File: src/rtl/lls_pkg.sv
// Package with constants, encodings and carrier types of the load latency sampler.
package lls_pkg;

    // ========================================================================
    // Register map and event selection
    // ========================================================================
    localparam logic [11:0] LLS_THRESHOLD_ADDR = 12'h3f6;
    localparam int LLS_THRESHOLD_W = 16;
    localparam logic [15:0] LLS_THRESHOLD_RESET = 16'h0000;
    localparam logic [7:0] LLS_EVENT_CODE = 8'h0b;
    localparam logic [7:0] LLS_UNIT_MASK = 8'h10;
    localparam int LLS_COUNT_W = 48;
    localparam int LLS_ADDR_W = 48;
    localparam int LLS_IP_W = 48;
    localparam int LLS_SRC_W = 4;
    localparam int LLS_SRC_FIELD_W = 16;
    localparam int LLS_REC_WORDS = 4;

    // ========================================================================
    // Data-source codes
    // ========================================================================
    localparam logic [3:0] LLS_SRC_L3_MISS_UNKNOWN = 4'h0;
    localparam logic [3:0] LLS_SRC_L1_HIT = 4'h1;
    localparam logic [3:0] LLS_SRC_FILL_BUFFER = 4'h2;
    localparam logic [3:0] LLS_SRC_L2_HIT = 4'h3;
    localparam logic [3:0] LLS_SRC_L3_HIT_NO_SNOOP = 4'h4;
    localparam logic [3:0] LLS_SRC_L3_HIT_CLEAN_SNOOP = 4'h5;
    localparam logic [3:0] LLS_SRC_L3_HIT_MODIFIED = 4'h6;
    localparam logic [3:0] LLS_SRC_RESERVED_7 = 4'h7;
    localparam logic [3:0] LLS_SRC_REMOTE_FORWARD = 4'h8;
    localparam logic [3:0] LLS_SRC_RESERVED_9 = 4'h9;
    localparam logic [3:0] LLS_SRC_LOCAL_MEM_SHARED = 4'ha;
    localparam logic [3:0] LLS_SRC_REMOTE_MEM_SHARED = 4'hb;
    localparam logic [3:0] LLS_SRC_LOCAL_MEM_EXCL = 4'hc;
    localparam logic [3:0] LLS_SRC_REMOTE_MEM_EXCL = 4'hd;
    localparam logic [3:0] LLS_SRC_IO = 4'he;
    localparam logic [3:0] LLS_SRC_UNCACHEABLE = 4'hf;

    // Record word indices.
    localparam logic [1:0] LLS_WORD_LATENCY = 2'h0;
    localparam logic [1:0] LLS_WORD_ADDRESS = 2'h1;
    localparam logic [1:0] LLS_WORD_SOURCE = 2'h2;
    localparam logic [1:0] LLS_WORD_IP = 2'h3;

    // ========================================================================
    // Carrier types
    // ========================================================================
    // Hierarchy outcome of a load, as reported by the memory side.
    typedef struct packed {
        logic l1_hit;
        logic fill_buffer_hit;
        logic l2_hit;
        logic l3_hit;
        logic snooped;
        logic snoop_modified;
        logic remote_forward;
        logic local_home;
        logic from_memory;
        logic go_exclusive;
        logic io_request;
        logic uncacheable;
    } lls_outcome_s;

    // Load issue information, presented at execution.
    typedef struct packed {
        logic [3:0] tag;
        logic [LLS_ADDR_W-1:0] address;
    } lls_issue_s;

    // Load completion, presented when data is delivered.
    typedef struct packed {
        logic [3:0] tag;
        lls_outcome_s outcome;
    } lls_done_s;

    // Retirement of a load, with the following instruction pointer.
    typedef struct packed {
        logic [3:0] tag;
        logic [LLS_IP_W-1:0] next_ip;
    } lls_retire_s;

    // One precise sample record word.
    typedef struct packed {
        logic [1:0] index;
        logic [63:0] data;
    } lls_rec_word_s;

endpackage

File: src/rtl/lls_latency_table.sv
// Per-tag table of in-flight loads: start time, address and measured latency.
`timescale 1ns/10ps
module lls_latency_table
    import lls_pkg::*;
#(
    parameter int TAGS = 16,
    parameter int LAT_W = 16
) (
    input wire logic clock,
    input wire logic reset_n,
    input wire logic issue_valid,
    input wire lls_issue_s issue,
    input wire logic done_valid,
    input wire lls_done_s done,
    input wire logic [3:0] read_tag,
    output logic [LAT_W-1:0] read_latency,
    output logic [LLS_ADDR_W-1:0] read_address,
    output logic [LLS_SRC_W-1:0] read_source
);

    logic [LAT_W-1:0] now_q, now_d;
    logic [LAT_W-1:0] start_q [TAGS];
    logic [LAT_W-1:0] start_d [TAGS];
    logic [LAT_W-1:0] lat_q [TAGS];
    logic [LAT_W-1:0] lat_d [TAGS];
    logic [LLS_ADDR_W-1:0] addr_q [TAGS];
    logic [LLS_ADDR_W-1:0] addr_d [TAGS];
    logic [LLS_SRC_W-1:0] src_q [TAGS];
    logic [LLS_SRC_W-1:0] src_d [TAGS];
    logic [LLS_SRC_W-1:0] done_source;

    lls_source_encode u_encode (
        .outcome(done.outcome),
        .source(done_source)
    );

    // ========================================================================
    // Table update
    // ========================================================================
    // The address is latched at execution, so a load that overwrites its own
    // base register still reports the address it actually used.
    always_comb begin
        now_d = now_q + LAT_W'(1);
        for (int i = 0; i < TAGS; i++) begin
            start_d[i] = start_q[i];
            lat_d[i] = lat_q[i];
            addr_d[i] = addr_q[i];
            src_d[i] = src_q[i];
        end
        if (issue_valid) begin
            start_d[issue.tag] = now_q;
            addr_d[issue.tag] = issue.address;
        end
        if (done_valid) begin
            lat_d[done.tag] = now_q - start_q[done.tag];
            src_d[done.tag] = done_source;
        end
    end

    always_ff @(posedge clock or negedge reset_n) begin
        if (!reset_n) begin
            now_q <= '0;
            for (int i = 0; i < TAGS; i++) begin
                start_q[i] <= '0;
                lat_q[i] <= '0;
                addr_q[i] <= '0;
                src_q[i] <= '0;
            end
        end else begin
            now_q <= now_d;
            start_q <= start_d;
            lat_q <= lat_d;
            addr_q <= addr_d;
            src_q <= src_d;
        end
    end

    assign read_latency = lat_q[read_tag];
    assign read_address = addr_q[read_tag];
    assign read_source = src_q[read_tag];

endmodule

File: src/rtl/lls_load_latency_sampler.sv
// Top of the load latency sampler: threshold register, counters, arming and record writer.
`timescale 1ns/10ps
module lls_load_latency_sampler
    import lls_pkg::*;
#(
    parameter int COUNTERS = 4,
    parameter int TAGS = 16
) (
    input wire logic clock,
    input wire logic reset_n,
    input wire logic reg_write,
    input wire logic reg_read,
    input wire logic [11:0] reg_address,
    input wire logic [63:0] reg_write_data,
    output logic [63:0] reg_read_data,
    input wire logic [COUNTERS-1:0] counter_enable,
    input wire logic [COUNTERS*16-1:0] counter_select,
    input wire logic counter_load,
    input wire logic [1:0] counter_load_index,
    input wire logic [LLS_COUNT_W-1:0] counter_load_value,
    input wire logic issue_valid,
    input wire lls_issue_s issue,
    input wire logic done_valid,
    input wire lls_done_s done,
    input wire logic retire_valid,
    input wire lls_retire_s retire,
    output logic rec_valid,
    output lls_rec_word_s rec_word,
    input wire logic rec_ready,
    output logic perf_monitor_interrupt,
    output logic [COUNTERS-1:0] counter_overflow,
    output logic [COUNTERS-1:0] capture_armed
);

    typedef enum logic [1:0] {
        LLS_IDLE,
        LLS_WRITE,
        LLS_SIGNAL
    } lls_state_e;

    // Counter selection match: event code in the low byte, unit mask above it.
    function automatic logic lls_selected(input logic [15:0] sel);
        return (sel[7:0] == LLS_EVENT_CODE) && (sel[15:8] == LLS_UNIT_MASK);
    endfunction

    logic [LLS_THRESHOLD_W-1:0] threshold_q, threshold_d;
    logic [LLS_COUNT_W-1:0] count_q [COUNTERS];
    logic [LLS_COUNT_W-1:0] count_d [COUNTERS];
    logic [COUNTERS-1:0] armed_q, armed_d;
    logic [COUNTERS-1:0] ovf_q, ovf_d;
    lls_state_e state_q, state_d;
    logic [1:0] word_q, word_d;
    logic [LLS_ADDR_W-1:0] cap_addr_q, cap_addr_d;
    logic [LLS_SRC_W-1:0] cap_src_q, cap_src_d;
    logic [LLS_IP_W-1:0] cap_ip_q, cap_ip_d;
    logic rec_valid_q, rec_valid_d;
    lls_rec_word_s rec_word_q, rec_word_d;
    logic pmi_q, pmi_d;
    logic [63:0] rd_q, rd_d;
    logic [LLS_THRESHOLD_W-1:0] ret_latency;
    logic [LLS_ADDR_W-1:0] ret_address;
    logic [LLS_SRC_W-1:0] ret_source;
    logic qualifies;
    logic take_sample;

    // ========================================================================
    // In-flight load table
    // ========================================================================
    lls_latency_table #(
        .TAGS(TAGS),
        .LAT_W(LLS_THRESHOLD_W)
    ) u_table (
        .clock(clock),
        .reset_n(reset_n),
        .issue_valid(issue_valid),
        .issue(issue),
        .done_valid(done_valid),
        .done(done),
        .read_tag(retire.tag),
        .read_latency(ret_latency),
        .read_address(ret_address),
        .read_source(ret_source)
    );

    // A retiring load qualifies only when strictly slower than the threshold.
    assign qualifies = retire_valid && (ret_latency > threshold_q);

    // ========================================================================
    // Threshold register
    // ========================================================================
    // A single register feeds every counter, so all of them see one value.
    always_comb begin
        threshold_d = threshold_q;
        rd_d = '0;
        if (reg_write && reg_address == LLS_THRESHOLD_ADDR) begin
            threshold_d = reg_write_data[LLS_THRESHOLD_W-1:0];
        end
        if (reg_read && reg_address == LLS_THRESHOLD_ADDR) begin
            rd_d = {48'h0, threshold_q};
        end
    end

    always_ff @(posedge clock or negedge reset_n) begin
        if (!reset_n) begin
            threshold_q <= LLS_THRESHOLD_RESET;
            rd_q <= '0;
        end else begin
            threshold_q <= threshold_d;
            rd_q <= rd_d;
        end
    end

    // ========================================================================
    // Counters and arming
    // ========================================================================
    // While a record is in progress a new arming capture waits; the sample is
    // simply skipped, like the shadow after an overflow in real hardware.
    always_comb begin
        take_sample = 1'b0;
        armed_d = armed_q;
        ovf_d = '0;
        for (int i = 0; i < COUNTERS; i++) begin
            count_d[i] = count_q[i];
            if (counter_enable[i] && lls_selected(counter_select[i*16 +: 16])) begin
                if (qualifies) begin
                    if (armed_q[i]) begin
                        if (state_q == LLS_IDLE) begin
                            take_sample = 1'b1;
                            armed_d[i] = 1'b0;
                        end
                    end
                    count_d[i] = count_q[i] + LLS_COUNT_W'(1);
                    if (&count_q[i]) begin
                        ovf_d[i] = 1'b1;
                        armed_d[i] = 1'b1;
                    end
                end
            end
        end
        if (counter_load) begin
            count_d[counter_load_index] = counter_load_value;
        end
    end

    always_ff @(posedge clock or negedge reset_n) begin
        if (!reset_n) begin
            for (int i = 0; i < COUNTERS; i++) begin
                count_q[i] <= '0;
            end
            armed_q <= '0;
            ovf_q <= '0;
        end else begin
            count_q <= count_d;
            armed_q <= armed_d;
            ovf_q <= ovf_d;
        end
    end

    // ========================================================================
    // Record writer
    // ========================================================================
    // Words leave one at a time; the buffer may stall with rec_ready low.
    always_comb begin
        state_d = state_q;
        word_d = word_q;
        cap_addr_d = cap_addr_q;
        cap_src_d = cap_src_q;
        cap_ip_d = cap_ip_q;
        rec_valid_d = rec_valid_q;
        rec_word_d = rec_word_q;
        pmi_d = 1'b0;
        case (state_q)
            LLS_IDLE: begin
                if (take_sample) begin
                    cap_addr_d = ret_address;
                    cap_src_d = ret_source;
                    cap_ip_d = retire.next_ip;
                    word_d = LLS_WORD_LATENCY;
                    rec_valid_d = 1'b1;
                    rec_word_d.index = LLS_WORD_LATENCY;
                    rec_word_d.data = {48'h0, ret_latency};
                    state_d = LLS_WRITE;
                end
            end
            LLS_WRITE: begin
                if (rec_ready) begin
                    word_d = word_q + 2'h1;
                    rec_word_d.index = word_q + 2'h1;
                    case (word_q)
                        LLS_WORD_LATENCY: begin
                            rec_word_d.data = {16'h0, cap_addr_q};
                        end
                        LLS_WORD_ADDRESS: begin
                            rec_word_d.data = {60'h0, cap_src_q};
                        end
                        LLS_WORD_SOURCE: begin
                            rec_word_d.data = {16'h0, cap_ip_q};
                        end
                        default: begin
                            rec_valid_d = 1'b0;
                            state_d = LLS_SIGNAL;
                        end
                    endcase
                end
            end
            LLS_SIGNAL: begin
                pmi_d = 1'b1;
                state_d = LLS_IDLE;
            end
            default: begin
                state_d = LLS_IDLE;
            end
        endcase
    end

    always_ff @(posedge clock or negedge reset_n) begin
        if (!reset_n) begin
            state_q <= LLS_IDLE;
            word_q <= '0;
            cap_addr_q <= '0;
            cap_src_q <= '0;
            cap_ip_q <= '0;
            rec_valid_q <= 1'b0;
            rec_word_q <= '0;
            pmi_q <= 1'b0;
        end else begin
            state_q <= state_d;
            word_q <= word_d;
            cap_addr_q <= cap_addr_d;
            cap_src_q <= cap_src_d;
            cap_ip_q <= cap_ip_d;
            rec_valid_q <= rec_valid_d;
            rec_word_q <= rec_word_d;
            pmi_q <= pmi_d;
        end
    end

    assign reg_read_data = rd_q;
    assign rec_valid = rec_valid_q;
    assign rec_word = rec_word_q;
    assign perf_monitor_interrupt = pmi_q;
    assign counter_overflow = ovf_q;
    assign capture_armed = armed_q;

endmodule

File: src/rtl/lls_source_encode.sv
// Combinational encoder from hierarchy outcome to the four-bit data-source code.
`timescale 1ns/10ps
module lls_source_encode
    import lls_pkg::*;
(
    input wire lls_outcome_s outcome,
    output logic [LLS_SRC_W-1:0] source
);

    // ========================================================================
    // Priority encode
    // ========================================================================
    // Special request kinds win over any cache outcome; reserved codes never appear.
    always_comb begin
        source = LLS_SRC_L3_MISS_UNKNOWN;
        if (outcome.uncacheable) begin
            source = LLS_SRC_UNCACHEABLE;
        end else if (outcome.io_request) begin
            source = LLS_SRC_IO;
        end else if (outcome.l1_hit) begin
            source = LLS_SRC_L1_HIT;
        end else if (outcome.fill_buffer_hit) begin
            source = LLS_SRC_FILL_BUFFER;
        end else if (outcome.l2_hit) begin
            source = LLS_SRC_L2_HIT;
        end else if (outcome.l3_hit) begin
            if (!outcome.snooped) begin
                source = LLS_SRC_L3_HIT_NO_SNOOP;
            end else if (outcome.snoop_modified) begin
                source = LLS_SRC_L3_HIT_MODIFIED;
            end else begin
                source = LLS_SRC_L3_HIT_CLEAN_SNOOP;
            end
        end else if (outcome.remote_forward && outcome.local_home) begin
            source = LLS_SRC_REMOTE_FORWARD;
        end else if (outcome.from_memory) begin
            if (outcome.go_exclusive) begin
                source = outcome.local_home ? LLS_SRC_LOCAL_MEM_EXCL
                                            : LLS_SRC_REMOTE_MEM_EXCL;
            end else begin
                source = outcome.local_home ? LLS_SRC_LOCAL_MEM_SHARED
                                            : LLS_SRC_REMOTE_MEM_SHARED;
            end
        end
    end

endmodule

File: config.mk
export PLATFORM = sky130hd
export DESIGN_NAME = lls_load_latency_sampler
export DESIGN_NICKNAME = d
export VERILOG_FILES = /design/src/rtl/lls_pkg.sv /design/src/rtl/lls_latency_table.sv /design/src/rtl/lls_load_latency_sampler.sv /design/src/rtl/lls_source_encode.sv
export SDC_FILE = /design/constraint.sdc
export NUM_CORES = 2
export LEC_CHECK = 0
export BUFFER_PORTS_ARGS = -buffer_cell sky130_fd_sc_hd__clkbuf_2
export CAP_MARGIN = 20
export CORE_UTILIZATION = 55
export DETAILED_ROUTE_END_ITERATION = 16
export PLACE_DENSITY = 0.82
export RECOVER_POWER = 25
export SLEW_MARGIN = 20
export SYNTH_ARGS = -nofsm -noshare
export SYNTH_HDL_FRONTEND = slang
export SYNTH_HIERARCHICAL = 1
export SYNTH_SLANG_ARGS = --single-unit
File: constraint.sdc
create_clock -name clock -period 4.2 [get_ports clock]
set_input_delay 0.63 -clock clock [delete_from_list [all_inputs] [get_ports clock]]
set_output_delay 0.63 -clock clock [all_outputs]
set_load 0.01 [all_outputs]
==> out/metrics.cfg <==
[yosys]
synth_top_family_by_area=multiplexers
ys_async_sr_fraction_pct=100
synthAdderAreaFrac_pct=0.658
synth_enable_flop_cells=0
syn-instance-count=6179
ys_seq_area_share_pct=53.9
ys.flop_type=dfrtp_1
synth.area.top_cells=dfrtp_1 (54%), mux2_2 (16%), mux4_2 (12%), nand2_1 (3.6%), o21ai_0 (2.2%)
syn_avg_cell_area_um2=13.1
ys.warnings.count=6
ys_seq_elements=1746
synth_simple_gate_area_share_pct=8.34
ys_types=85
synth_top_area_share_pct=53.9
synth-xor-area-share_pct=2.21
synth-compound-area-share_pct=4.29
synthMuxAreaShare_pct=27.4
synth_top_area_cell=dfrtp_1
syn-cell-area_um2=81000

[worst_setup_path]
critical_path_depth=13
path_max_fanout=14
crit_path_start_kind=register
slowest_delay_ns=0.53
critPathTopFamily=multiplexers
crit_slowest_cell=mux4_2
crit_path_cell_trace=mux4_2, mux4_2, ha_1, nand4_1, buf_4, a2111oi_4, buf_4, o31ai_4, buf_12, buf_12, nor4_1, xnor2_1, o21ai_0
rr_worst_depth=13
path_buf_inv=4
critPathKind=register to register
cp-end-kind=register
cp.arrival_ns=4.66
crit_required_ns=4.86

[floorplan]
dieHeight_um=386
die_area_um2=149000
start_util_pct=55.5
fp.dieW_um=386
rows=140
core-area_um2=146000
ios=463

[sta]
rsz0062_at_grt=no
period_minus_slack_ns=4.00
max_clock_freq_mhz=250
tightest_slew_ns=3.04
slew_headroom_pct=-103
clock-skew-final_ns=0.0431
setup_violations=0
post-route-period-util_pct=95.2
final_max_slew_viol_count=497
hold_viol=0

[placed_design]
hpwl_mm=138
port_buffers=350
finalWeightedCongestion=0.943

[pwr]
power_w=0.0459
peakVddDrop_mv=0.449
leakage_nw=40.7
p_per_area_nw_per_um2=498

[routing]
wire_per_inst_um=25.8
postRouteAntennaNets=0
totalWireLength_mm=223
drc=0
viasPerCell=6.31
vias=54500
drtIter0Drc=4764
firstDrtPassIters=6

[layout]
area_growth_pct=13.8
final_nets=6924
drive_gt1_share_pct=37.2
final_core_util_pct=63.2

[cts]
cts_made_buffers=172
h-tree-depth=4
cts_tree=done
clockBufferDepth=3
post_cts_buffers=0
clock-root-buffer=clkbuf_16
cts.sinks=1746
worst_skew_pair.late_latency_ns=0.82
clkTransAtPathRegs_ns=0.06

[run]
cap_violations=15

[hold_path]
hp-class=input pin to register
hold_depth=3

[global_route]
grt_antenna_before_repair=29
grt_use_total_pct=30.3
grt_first_pass_wirelength_mm=343
grt_overflow=0
grt_max_degree=131
first_global_vias=57300

[status]
violations=max-capacitance violations, max-slew violations
status=finished, violations left

-- cell families (layout without fill, tap and decap cells) --
group,after synthesis,count (layout)
compound gates,591,591
xor+xnor,203,203
fa+ha+maj,42,42
buf+inv,588,1045
flops,1746,1746
mux,1553,1553
other cells,1,82
simple gates,1455,1455
-- cell type report --
class	instances	area, um^2
sequential	1746	43700
clock inverter	59	857
tap	1917	2400
inverter	54	203
clock buffer	255	5010
multi-input combinational	3908	35100
antenna	18	45.0
timing repair buffer	677	4890
fill	10100	53700
-- cell usage after synthesis, types with 10 or more instances --
| cell | instances |
|---|---|
| mux2_2 | 1127 |
| and2_1 | 22 |
| or3_1 | 16 |
| buf_2 | 69 |
| a21oi_1 | 76 |
| and3_1 | 64 |
| nand2_1 | 774 |
| a221oi_1 | 44 |
| a31oi_1 | 12 |
| and4_1 | 28 |
| o21ai_1 | 21 |
| nor4_1 | 35 |
| nor3_1 | 60 |
| clkbuf_1 | 375 |
| o21ai_2 | 10 |
| mux4_2 | 419 |
| dfrtp_1 | 1746 |
| buf_1 | 18 |
| inv_1 | 54 |
| nor2_1 | 178 |
| ha_1 | 41 |
| nand3_1 | 109 |
| nand4_1 | 91 |
| xnor2_1 | 97 |
| xor2_1 | 104 |
| nand2b_1 | 10 |
| o31ai_1 | 12 |
| buf_4 | 68 |
| o21ai_0 | 363 |
-- path summary, 6_finish.rpt --
path / startpoint / to / slack, ns
max: u_table/lat_q[70] / count_q[40] / 0.20
min: retire[0] / cap_ip_q[0] / 0.03
max reg2reg: u_table/lat_q[70] / count_q[40] / 0.20
min reg2reg: cap_ip_q[34] / cap_ip_q[34] / 0.47
max in group asynchronous: reset_n / u_table/start_q[7] / 0.66
min in group asynchronous: reset_n / count_q[164] / 0.98
-- layout by cell type (no fill, tap or decap), types with 21 or more instances in the layout --
cell type	instances
a21oi_1	76
a221oi_1	44
and2_1	21
and3_1	64
and4_1	28
buf_12	52
buf_4	223
clkbuf_1	68
clkbuf_16	175
clkbuf_2	343
clkbuf_8	33
clkinv_2	25
conb_1	64
dfrtp_1	1746
dlygate4sd3_1	32
ha_1	40
inv_1	54
mux2_2	1120
mux4_2	419
nand2_1	773
nand3_1	109
nand4_1	91
nor2_1	172
nor3_1	60
nor4_1	35
o21ai_0	363
xnor2_1	97
xor2_1	104
-- metal layers --
metal	global-route usage (%)	vias up	routed length (um)
li1	-	23000	-
met1	38.6	28300	84400
met2	48.5	2603	108000
met3	7.63	612	20200
met4	14.7	28	9700
met5	0	-	193
-- repair_timing --
action	in CTS	in global routing
hold endpoints to repair	130	0
hold buffers	32	0
resized for setup	0	1
setup endpoints to repair	0	3
-- through the flow --
stage	area [um^2]	hold WS, ns	setup TNS [ns]	cells	worst slack, ns
after floorplan	81400	0.334	-0.00765	6242	-0.00765
final	92200	0.0322	0	8634	0.200
after global routing	92200	0.0271	0	8629	0.0163
after detailed placement	86200	0.457	-76.44	8270	-0.526
after CTS	92400	0.00520	0	8616	0.108
after global placement	86200	0.450	-57.57	8268	-0.564
-- sequential cells by signal, indices dropped and copies added (netlist names) --
name and count:
cap_addr_q 48, cap_ip_q 48, cap_src_q 4, capture_armed 4, count_q 192, counter_overflow 4
perf_monitor_interrupt 1, rec_valid 1, rec_word 48, reg_read_data 16, state_q 2, threshold_q 16
u_table/addr_q 768, u_table/lat_q 256, u_table/now_q 16, u_table/src_q 64, u_table/start_q 256, word_q 2
-- worst reg2reg max path, delay by kind of cell (launching register included) --
family / cells / cell delay [ns]
multiplexers: 2 / 1.01
buffers and inverters: 4 / 0.79
AO/OA/AOI/OAI: 3 / 0.61
AND/OR/NAND/NOR: 2 / 0.55
flip-flops: 1 / 0.38
adder cells (fa/ha/maj): 1 / 0.33
XOR/XNOR: 1 / 0.17
-- where the power goes --
group	total [W]	internal, W	switching, W
Combinational	0.00838	0.00452	0.00386
Clock	0.0159	0.00914	0.00680
Sequential	0.0216	0.0198	0.00181
Note: power is estimated with default switching activity, not from simulation.
